$ cat src/drive_run_defs.vh
// Purpose: Constants for the drive run command and step select logic
// Assumes: Included by bare name from the frequency select and run command select design files
// Notes: Overview list below; codes are terminal function selections
//
// Overview of operation
// - Three step terminals form index, highest step code is MSB, steps 0 to 7.
// - Function code 5 is step LSB, 6 middle bit, 7 MSB.
// - Step zero uses the normal frequency source and frequency command.
// - Steps 1-3 use drive-group presets, steps 4-7 use I/O-group presets.
// - Mode 0: run key starts acceleration, stop key starts deceleration.
// - Keypad mode direction from select: F forward, R reverse.
// - Function code 0 is forward run input, code 1 reverse run input.
// - Mode 1: only forward active runs forward, only reverse runs reverse.
// - Mode 1: both inputs active or both inactive stops the motor.
// - Mode 2: forward input is run/stop, reverse input picks direction.
// - Direction disable 0 allows both, 1 blocks forward, 2 blocks reverse.
// - Power-on start set in terminal mode runs if run terminal already active.
// - Power-on start setting ignored in keypad mode 0.
// - Fault restart set in terminal mode runs at fault clear if terminal active.
// - Fault restart setting ignored in keypad mode 0.
`ifndef DRIVE_RUN_DEFS_VH
`define DRIVE_RUN_DEFS_VH
`define MODE_KEYPAD 2'h0
`define MODE_TERM_FR 2'h1
`define MODE_TERM_RD 2'h2
`define FUNC_FWD 5'h00
`define FUNC_REV 5'h01
`define FUNC_STEP_L 5'h05
`define FUNC_STEP_M 5'h06
`define FUNC_STEP_H 5'h07
`define DIS_NONE 2'h0
`define DIS_FWD 2'h1
`define DIS_REV 2'h2
`define FUNC_W 5
`define FREQ_W 16
`endif

$ cat src/term_function_map.v
// Purpose: Finds terminals carrying a given function code and ORs their levels
// Assumes: Five multi-function inputs with 5-bit codes packed low to high
// Notes: Registered output
`timescale 1ns/1ps
`default_nettype none
module term_function_map #(
  parameter N = 5,
  parameter W = 5
) (
  input wire i_core_clk,
  input wire i_rst_b,
  input wire [N-1:0] i_levels,
  input wire [N*W-1:0] i_codes,
  input wire [W-1:0] i_match,
  output reg o_active
);
  wire [N-1:0] hit;
  genvar g;
  generate
    for (g = 0; g < N; g = g + 1) begin : g_term
      assign hit[g] = i_levels[g] && (i_codes[g*W +: W] == i_match);
    end
  endgenerate
  always @(posedge i_core_clk or negedge i_rst_b) begin
    if (!i_rst_b) begin
      o_active <= 1'b0;
    end else begin
      o_active <= |hit;
    end
  end
endmodule
`default_nettype wire

$ cat src/step_freq_select.v
// Purpose: Picks output frequency from step index
// Assumes: Presets held stable by the parameter store
// Notes: Output registered
`timescale 1ns/1ps
`default_nettype none
`include "drive_run_defs.vh"
module step_freq_select #(
  parameter FW = `FREQ_W
) (
  input wire i_core_clk,
  input wire i_rst_b,
  input wire [2:0] i_step,
  input wire [FW-1:0] i_base_freq,
  input wire [8*FW-1:0] i_presets,
  output reg [FW-1:0] o_freq
);
  always @(posedge i_core_clk or negedge i_rst_b) begin
    if (!i_rst_b) begin
      o_freq <= {FW{1'b0}};
    end else if (i_step == 3'h0) begin
      o_freq <= i_base_freq;
    end else begin
      o_freq <= i_presets[i_step*FW +: FW];
    end
  end
endmodule
`default_nettype wire

$ cat src/drive_run_command_select.v
// Purpose: Run command, direction and multi-step frequency selection
// Assumes: Inputs synchronous and debounced; keys are one-cycle pulses
// Notes: Auto start flags act only in terminal drive modes
`timescale 1ns/1ps
`default_nettype none
`include "drive_run_defs.vh"
module drive_run_command_select #(
  parameter FW = `FREQ_W
) (
  input wire i_core_clk,
  input wire i_rst_b,
  input wire i_multi_input_1,
  input wire i_multi_input_2,
  input wire i_multi_input_3,
  input wire i_multi_input_4,
  input wire i_multi_input_5,
  input wire [24:0] i_input_function_codes,
  input wire [1:0] i_drive_mode,
  input wire i_keypad_direction_select,
  input wire [1:0] i_direction_disable,
  input wire i_power_on_autostart,
  input wire i_fault_clear_autorestart,
  input wire i_run_key,
  input wire i_stop_key,
  input wire i_fault_active,
  input wire [FW-1:0] i_base_freq,
  input wire [3*FW-1:0] i_preset_freq_1_to_3,
  input wire [4*FW-1:0] i_preset_freq_4_to_7,
  output reg o_run,
  output reg o_reverse,
  output wire [2:0] o_step,
  output wire [FW-1:0] o_freq
);
  localparam ST_INIT = 3'b001;
  localparam ST_NORM = 3'b010;
  localparam ST_HOLD = 3'b100;

  wire [4:0] levels = {i_multi_input_5, i_multi_input_4, i_multi_input_3,
                       i_multi_input_2, i_multi_input_1};
  wire fwd_in;
  wire rev_in;
  wire [2:0] step_bits;
  reg [2:0] state;
  reg [2:0] next_state;
  reg key_run;
  reg next_key_run;
  reg key_rev;
  reg fault_d;
  reg maps_ready;
  reg next_run;
  reg next_reverse;
  reg term_run;
  reg term_rev;
  reg want_run;
  reg want_rev;
  wire term_mode = (i_drive_mode == `MODE_TERM_FR) || (i_drive_mode == `MODE_TERM_RD);
  wire fault_cleared = fault_d && !i_fault_active;

  term_function_map #(.N(5), .W(`FUNC_W)) u_fwd (
    .i_core_clk(i_core_clk), .i_rst_b(i_rst_b), .i_levels(levels),
    .i_codes(i_input_function_codes), .i_match(`FUNC_FWD), .o_active(fwd_in));
  term_function_map #(.N(5), .W(`FUNC_W)) u_rev (
    .i_core_clk(i_core_clk), .i_rst_b(i_rst_b), .i_levels(levels),
    .i_codes(i_input_function_codes), .i_match(`FUNC_REV), .o_active(rev_in));
  genvar g;
  generate
    for (g = 0; g < 3; g = g + 1) begin : g_step
      localparam [4:0] STEP_CODE = `FUNC_STEP_L + g;
      term_function_map #(.N(5), .W(`FUNC_W)) u_bit (
        .i_core_clk(i_core_clk), .i_rst_b(i_rst_b), .i_levels(levels),
        .i_codes(i_input_function_codes),
        .i_match(STEP_CODE),
        .o_active(step_bits[g]));
    end
  endgenerate
  assign o_step = step_bits;

  step_freq_select #(.FW(FW)) u_freq (
    .i_core_clk(i_core_clk),
    .i_rst_b(i_rst_b),
    .i_step(step_bits),
    .i_base_freq(i_base_freq),
    .i_presets({i_preset_freq_4_to_7, i_preset_freq_1_to_3, {FW{1'b0}}}),
    .o_freq(o_freq)
  );

  // Terminal run request and direction
  always @* begin
    term_run = 1'b0;
    term_rev = 1'b0;
    if (i_drive_mode == `MODE_TERM_FR) begin
      term_run = fwd_in ^ rev_in;
      term_rev = rev_in && !fwd_in;
    end else if (i_drive_mode == `MODE_TERM_RD) begin
      term_run = fwd_in;
      term_rev = rev_in;
    end
  end

  // Keypad latch
  always @* begin
    next_key_run = key_run;
    if (i_drive_mode != `MODE_KEYPAD || i_fault_active) begin
      next_key_run = 1'b0;
    end else if (i_stop_key) begin
      next_key_run = 1'b0;
    end else if (i_run_key) begin
      next_key_run = 1'b1;
    end
  end

  // Auto start gating: hold blocks an already active terminal
  always @* begin
    next_state = state;
    case (state)
      ST_INIT: begin
        // Map registers hold terminal levels only after the first edge
        if (!maps_ready) begin
          next_state = ST_INIT;
        end else if (term_mode && term_run && !i_power_on_autostart) begin
          next_state = ST_HOLD;
        end else begin
          next_state = ST_NORM;
        end
      end
      ST_NORM: begin
        if (i_fault_active) begin
          next_state = ST_HOLD;
        end
      end
      ST_HOLD: begin
        if (i_fault_active) begin
          next_state = ST_HOLD;
        end else if (!term_run) begin
          next_state = ST_NORM;
        end else if (fault_cleared && term_mode && i_fault_clear_autorestart) begin
          next_state = ST_NORM;
        end
      end
      default: next_state = ST_INIT;
    endcase
  end

  always @* begin
    if (i_drive_mode == `MODE_KEYPAD) begin
      want_run = key_run;
      want_rev = key_rev;
    end else begin
      want_run = term_run && (state == ST_NORM) && !i_fault_active;
      want_rev = term_rev;
    end
    next_reverse = want_run ? want_rev : o_reverse;
    next_run = want_run;
    if (want_run && !want_rev && i_direction_disable == `DIS_FWD) begin
      next_run = 1'b0;
    end
    if (want_run && want_rev && i_direction_disable == `DIS_REV) begin
      next_run = 1'b0;
    end
  end

  always @(posedge i_core_clk or negedge i_rst_b) begin
    if (!i_rst_b) begin
      state <= ST_INIT;
      key_run <= 1'b0;
      key_rev <= 1'b0;
      fault_d <= 1'b0;
      maps_ready <= 1'b0;
      o_run <= 1'b0;
      o_reverse <= 1'b0;
    end else begin
      state <= next_state;
      key_run <= next_key_run;
      key_rev <= i_keypad_direction_select;
      fault_d <= i_fault_active;
      maps_ready <= 1'b1;
      o_run <= next_run;
      o_reverse <= next_reverse;
    end
  end
endmodule
`default_nettype wire

$ cat config.mk
export PLATFORM = sky130hd
export DESIGN_NAME = drive_run_command_select
export DESIGN_NICKNAME = d
export VERILOG_FILES = /design/src/term_function_map.v /design/src/step_freq_select.v /design/src/drive_run_command_select.v
export VERILOG_INCLUDE_DIRS = /design/src
export SDC_FILE = /design/constraint.sdc
export NUM_CORES = 1
export LEC_CHECK = 0
export ABC_CLOCK_PERIOD_IN_PS = 4700
export BUFFER_PORTS_ARGS = -buffer_cell sky130_fd_sc_hd__buf_2
export CORE_MARGIN = 2
export CORE_UTILIZATION = 25
export CTS_CLUSTER_SIZE = 40
export DETAILED_ROUTE_END_ITERATION = 6
export GPL_ROUTABILITY_DRIVEN = 0
export SLEW_MARGIN = 0
export SYNTH_ARGS = -nofsm -noshare
export SYNTH_HDL_FRONTEND = slang
export SYNTH_HIERARCHICAL = 1
export SYNTH_SLANG_ARGS = --single-unit
$ cat constraint.sdc
create_clock -name i_core_clk -period 4.7 [get_ports i_core_clk]
set_input_delay 0 -clock i_core_clk [delete_from_list [all_inputs] [get_ports i_core_clk]]
set_output_delay 0 -clock i_core_clk [all_outputs]
set_load 0.02 [all_outputs]
==> results of run 1 <==
==> layer usage <==
| metal | part of all wire (%) | vias up | track usage, % |
|---|---|---|---|
| li1 | - | 1602 | - |
| met1 | 41 | 1685 | 18.4 |
| met2 | 51 | 157 | 28.2 |
| met3 | 6.7 | 22 | 2.54 |
| met4 | 2.1 | 0 | 4.80 |
| met5 | 0 | - | 0 |
==> final cells by class <==
class / count / share of cell area, %
sequential: 30 / 14.8
clock inverter: 2 / 0.197
multi-input combinational: 295 / 57.6
timing repair buffer: 197 / 20.0
inverter: 3 / 0.222
tap: 188 / 4.64
clock buffer: 6 / 2.54
==> logic make-up after synthesis <==
logic type | share of synthesized area (%)
adders and majority gates | 1.29
muxes | 26.0
other | 0.194
DFF | 19.4
xor gates and xnor gates | 29.2
AOI/OAI and AO/OA | 2.74
and+or+nand+nor | 13.6
buffers and inverters | 7.56
==> synth_stat cells (3+ instances only) <==
master | n | area, um^2
mux4_1 | 24 | 631
a31oi_1 | 7 | 43.8
xor2_1 | 95 | 832
buf_2 | 17 | 85.1
mux2_2 | 16 | 180
nor2_1 | 5 | 18.8
xnor2_1 | 25 | 219
mux4_2 | 8 | 180
nor4_1 | 20 | 125
nor4_4 | 5 | 106
ha_1 | 4 | 50.1
inv_1 | 3 | 11.3
xor2_2 | 5 | 81.3
buf_6 | 14 | 158
and3_1 | 5 | 31.3
dfrtp_1 | 29 | 726
a21oi_1 | 5 | 25.0
nand3_1 | 16 | 80.1
nand4_1 | 5 | 31.3
==> metrics by stage <==
step | area (um^2) | worst slack [ns]
after global placement | 4880 | 2.90
after global routing | 5070 | 2.81
after detailed placement | 4880 | 2.86
final | 5070 | 2.88
after CTS | 5070 | 2.85
after floorplan | 3970 | 3.02
==> report_power, final <==
group	switching (mW)	total (mW)	internal (mW)	leakage, nW
Sequential	0.0294	0.330	0.301	0.369
Combinational	0.241	0.473	0.232	1.89
Clock	0.118	0.313	0.194	0.0706
==> sequential cells by signal, summed over array words and instances, names as in the netlist <==
| register | count |
|---|---|
| u_fwd/o_active | 1 |
| o_run | 1 |
| u_rev/o_active | 1 |
| maps_ready | 1 |
| o_reverse | 1 |
| state | 3 |
| key_rev | 1 |
| g_step.u_bit/o_active | 3 |
| key_run | 1 |
| fault_d | 1 |
| u_freq/o_freq | 16 |
==> worst paths after layout <==
path                                     startpoint                       end  depth (start not counted)
max reg2reg                g_step[0].u_bit/o_active         u_freq/o_freq[15]                          3
max                        g_step[0].u_bit/o_active         u_freq/o_freq[15]                          3
min                                 i_multi_input_1  g_step[0].u_bit/o_active                          3
min in group asynchronous                   i_rst_b         u_freq/o_freq[12]                          2
max in group asynchronous                   i_rst_b  g_step[2].u_bit/o_active                          2
min reg2reg                               o_reverse                 o_reverse                          1
==> cell usage in the layout, fill, tap and decap left out, drive strengths merged, types with 7 or more instances in the layout <==
master	instances
buf	192
nand3	16
xor2	100
dfrtp	29
mux4	32
a31oi	7
conb	26
nor4	25
mux2	17
xnor2	25
==> worst max-delay path, stage by stage (launching register included) <==
cell and delay, ns:
dfrtp_1 0.32, buf_4 0.40, mux4_1 0.68, mux2_2 0.29
==> results.md, run 1 <==
* HPWL Detailed at about 11 mm
* Area grow syn2layout at 30.9%
* Drt drc at 0
* Normalized max-slew margin at about half
* Routed Antenna Nets at 0
* # H-tree levels at 2
* Final setup skew at roughly 0.0055 ns
* Post-synth cell types at 44
* First-pass GRT wire length at about 20 mm
* VDD IR max at approximately 0.098 mV
* YS warnings at 6
* Tcrit/Tclk final at between 30% and 40%
* Ant diodes at 0
* Hold slack at ~0.06 ns
* Peak Freq at ~550 MHz
* FF+latch area at about 750 um^2
* GRT Resource Usage Total at between 10% and 20%
* NumNets Final at 706
* Drt wl/cell at 18.3 um
* Hold buffer count at cts at 5
* Die height at ~130 um
* Critical Path RT at slightly below 5 ns
* CTS Buf Count at 5
* Vias per cell at roughly 4.8
* Tmin final at 1.82 ns
* Critical Path Start Type: flop
* Post-CTS resize count at 0
* Router iterations before antenna repair at 6
* Pleak at ~2.3 nW
* CP Class: flop to flop
* Clock slew at reported path FFs at 0.05 ns
* # fillers at between 1500 and 2000
* Setup bufs post-CTS at 0
* Initial core utilization at 25.5%
* Worst Setup End Kind: flop
* Row cnt at 45
* CTS tree: done
* CP arrival at around 2.0 ns
* FF+latch count, synth at 30
* Share of layout cells above drive strength 1 at 44.8%
* Cells after DPL at a little over 700
* Cell Pwr Density at ~220 nW/um^2
* Max Cap Violations at 0
* Total Die Area at approximately 17000 um^2
* Drt total wl at 13.2 mm
* Setup tns final at 0 ns
* Cell Area, Synth at roughly 3900 um^2
* Tot Pwr at between 1 and 1.5 mW
* Overflow after GRT at 0
* RSZ-0062 raised after global routing: no
* Async set-reset flop share out of synthesis at 100%
* Final count of hold timing violations at 0
* Utilization after layout at 33.4%
* Multi-input gate area in the final layout at ~3000 um^2
* Setup violators final at 0
* Largest net degree at the start of global routing at 34
* Top_reg_cell synth: dfrtp_1
* Post-synth EDFFs at 0
* Register area share after synthesis at 19.4%
* DR vias at approximately 3500
* Final cell count without fillers at 721
* Syn_area_per_cell at between 10 and 15 um^2
* Status: completed
* Clock sinks at 30
* Cells after Synth at 339
* Initial antenna violation count at 0
* Hold Path Class: primary input to flop
* Root Driver: clkbuf_16
* Core area at roughly 15000 um^2
* PortBufs at 190
* Die width at around 130 um
* Clock Path Buffers at 2
* R2R setup slack at about 2.9 ns
* Initial drt markers at 165
* Slew @ Worst Pin at roughly 0.76 ns
* Worst-Skew Late Latency at between 0.2 and 0.3 ns
* Worst-path fanout max at 33
* Ports at about 190
* Vias in the first global route at roughly 3700
* Slew Viols, Final at 0
Power figures use the tool's default switching activity.
==> run 2, diff against run 1 <==
Settings changed: ABC_CLOCK_PERIOD_IN_PS 4700 to 1580.
Clock period 4.7 ns to 1.58 ns, I/O delays scaled along.
==> run 2 against run 1 <==
Effect of this change: the flow now finishes with violations (setup timing); sequential share of layout area decreased by 0.48 points; register-to-register slack got worse by 3.0 ns; clock skew decreased by 0.0024 ns; clock-buffer cell count unchanged; sequential cell count unchanged; total power increased to 3.2 times the previous value; final area increased by 3.7%; first-iteration DRC count decreased by 4.8%; hold slack improved by 0.0093 ns; non-clock buffer count increased by 19; setup slack got worse by 3.0 ns.
==> results.md, run 2 (synthesized netlist as in run 1, its figures left out) <==
* Psw at 1.21 mW (was 389 uW)
* Hold slack at 0.0704 ns (was 0.0611 ns)
* Hold Path Class: primary input to flop (unchanged)
* Met2 Track Usage GR at 25.6% (was 28.2%)
* # H-tree levels at 2 (unchanged)
* Worst-Skew Late Latency at 0.28 ns (about the same)
* Slew Viols, Final at 0 (unchanged)
* Part of the power in registers at 26.7% (was 29.6%)
* CTS tree: done (unchanged)
* Vias in the first global route at 3402 (was 3659)
* Cell Pwr Density at 674 nW/um^2 (was 220 nW/um^2)
* Tcrit/Tclk final at 107% (was 38.8%)
* Largest net degree at the start of global routing at 26 (was 34)
* Cells after DPL at 719 (was 708)
* Setup tns final at -0.216 ns (was 0 ns)
* PortBufs at 190 (unchanged)
* Critical Path Start Type: flop (unchanged)
* Overflow after GRT at 0 (unchanged)
* CTS Buf Count at 5 (unchanged)
* Die width at 129 um (unchanged)
* Sw frac at 34.2% (was 34.8%)
* Die height at 129 um (unchanged)
* Critical path cell sequence: inv_1 -> ha_1 -> and2b_1 -> nor2_1 -> o41a_1 -> mux2_4 (was buf_4 -> mux4_1 -> mux2_2)
* GRT busiest layer: met2 (unchanged)
* Setup violators final at 3 (was 0)
* Initial antenna violation count at 3 (was 0)
* Drt wl/cell at 18.0 um (was 18.3 um)
* Max Cap Violations at 0 (unchanged)
* Clock power frac at 27.8% (was 28.0%)
* Status: finished, violations left (was completed)
* NumNets Final at 725 (was 706)
* Tot Pwr at 3.55 mW (was 1.12 mW)
* CP arrival at 1.85 ns (was 1.98 ns)
* Worst path slowest cell: dfrtp_1 (was mux4_1)
* Post-layout instance area at 5260 um^2 (was 5070 um^2)
* Met3 usage at 2.49% (was 2.54%)
* Largest register FFs at 16 (unchanged)
* Cell Area, Placed at 4930 um^2 (was 4880 um^2)
* Most common cell after layout, fill and taps aside: buf_2 (unchanged)
* Violated checks: setup timing
* Final count of hold timing violations at 0 (unchanged)
* Pleak at 2.37 nW (was 2.33 nW)
* Clock sinks at 30 (unchanged)
* Initial core utilization at 25.5% (unchanged)
* First-pass GRT wire length at 18.4 mm (was 19.7 mm)
* CP Class: flop to flop (unchanged)
* Drt drc at 0 (unchanged)
* Drt total wl at 13.3 mm (was 13.2 mm)
* Root Driver: clkbuf_16 (unchanged)
* GRT Resource Usage Total at 14.5% (was 15.4%)
* Router iterations before antenna repair at 4 (was 6)
* Row cnt at 45 (unchanged)
* GR Layer Usage met1 at 17.7% (was 18.4%)
* Initial drt markers at 157 (was 165)
* RSZ-0062 raised after global routing: yes (was no)
* Worst Setup End Kind: flop (unchanged)
* Critical Path RT at 1.75 ns (was 4.86 ns)
* VDD IR max at 0.391 mV (was 0.0981 mV)
* Final setup skew at 0.00315 ns (was 0.00551 ns)
* Tmin final at 1.68 ns (was 1.82 ns)
* Clock slew at reported path FFs at 0.06 ns (was 0.05 ns)
* Ports at 191 (unchanged)
* HPWL Detailed at 10.4 mm (was 10.8 mm)
* Vias per cell at 4.61 (was 4.81)
* Core area at 15200 um^2 (unchanged)
* Regs by FF count: u_freq/o_freq: 16 flops, g_step.u_bit/o_active: 3 flops, state: 3 flops (unchanged)
* Internal at 2.33 mW (was 727 uW)
* Max stage delay on crit path at 0.34 ns (was 0.68 ns)
* Commonest cells after routing, fill and taps aside: 190 x buf_2, 95 x xor2_1, 32 x mux4_2 (was 190 x buf_2, 95 x xor2_1, 29 x dfrtp_1)
* Top reg by flops: u_freq/o_freq (unchanged)
* Clock Path Buffers at 2 (unchanged)
* Total Die Area at 16500 um^2 (unchanged)
* Area grow syn2layout at 35.8% (was 30.9%)
* Peak Freq at 594 MHz (was 548 MHz)
* Worst-path fanout max at 3 (was 33)
* Final cell count without fillers at 743 (was 721)
* Routed Antenna Nets at 0 (unchanged)
* Setup ws final at -0.103 ns (was 2.88 ns)
* Share of layout cells above drive strength 1 at 51.6% (was 44.8%)
* DR vias at 3428 (was 3466)
* Combinational fraction of design power at 45.5% (was 42.4%)
## run 2: changes by cell type in the layout (fill, tap and decap cells not counted), sizes merged
cell	before	now
clkinvlp	0	1
dlygate4sd3	5	6
buf	192	206
clkbuf	6	10
diode	0	3
clkinv	2	1
## run 2: layer usage
metal  share of wire [%]  wire length, um
met1                  40             5280
met2                  50             6670
met3                 8.2             1100
met4                 2.2              295
met5                   0                0
## run 2: stage by stage
stage | utilization (%) | worst slack (ns)
after floorplan | - | -0.0420
after global placement | 32.4 | -0.0834
after detailed placement | 32.4 | -0.105
after CTS | 33.8 | -0.110
after global routing | 34.6 | -0.172
final | 34.6 | -0.103
## run 2: power by group through the flow
stage          sequential [mW]  combinational [mW]  clock [mW]
2_1_floorplan             1.08               0.863           0
3_3_place_gp             0.952                1.50           0
3_5_place_dp             0.951                1.52           0
4_1_cts                  0.939                1.53        1.04
5_1_grt                  0.961                1.74        1.07
6_report                 0.947                1.61       0.987
## run 2: worst paths after layout
path / to / depth (start not counted) / startpoint / slack, ns
worst max-delay path: o_reverse / 6 / u_fwd/o_active / -0.10
worst min-delay path: u_fwd/o_active / 3 / i_multi_input_3 / 0.07
worst max register to register: o_reverse / 6 / u_fwd/o_active / -0.10
worst min register to register: o_reverse / 1 / o_reverse / 0.52
max in group asynchronous: state[0] / 3 / i_rst_b / 0.90
min in group asynchronous: u_freq/o_freq[6] / 2 / i_rst_b / 0.16
## run 2: timing repair
action,in CTS,in global routing
hold buffers,5,1
pin swaps,2,3
setup endpoints to repair,2,7
cloned,0,4
hold endpoints to repair,32,1
gates resized for setup,0,9
buffers inserted,1,2
## run 2: layout make-up
cell class / instances / area [um^2]
fillers: 1561 / 9940
multi-input cells: 295 / 2840
repair buffers: 216 / 1260
flip-flops and latches: 30 / 754
well taps: 188 / 235
clock buffers: 6 / 139
clock inverters: 2 / 12.5
inverters: 3 / 11.3
diodes: 3 / 7.51
## run 2: critical path: cells and delay by family (launching register included)
| family | cells | cell delay, ns |
|---|---|---|
| compound gates | 1 | 0.34 |
| fa+ha+maj | 1 | 0.28 |
| buf+inv | 1 | 0.04 |
| flops | 1 | 0.34 |
| mux | 1 | 0.30 |
| simple gates | 2 | 0.27 |
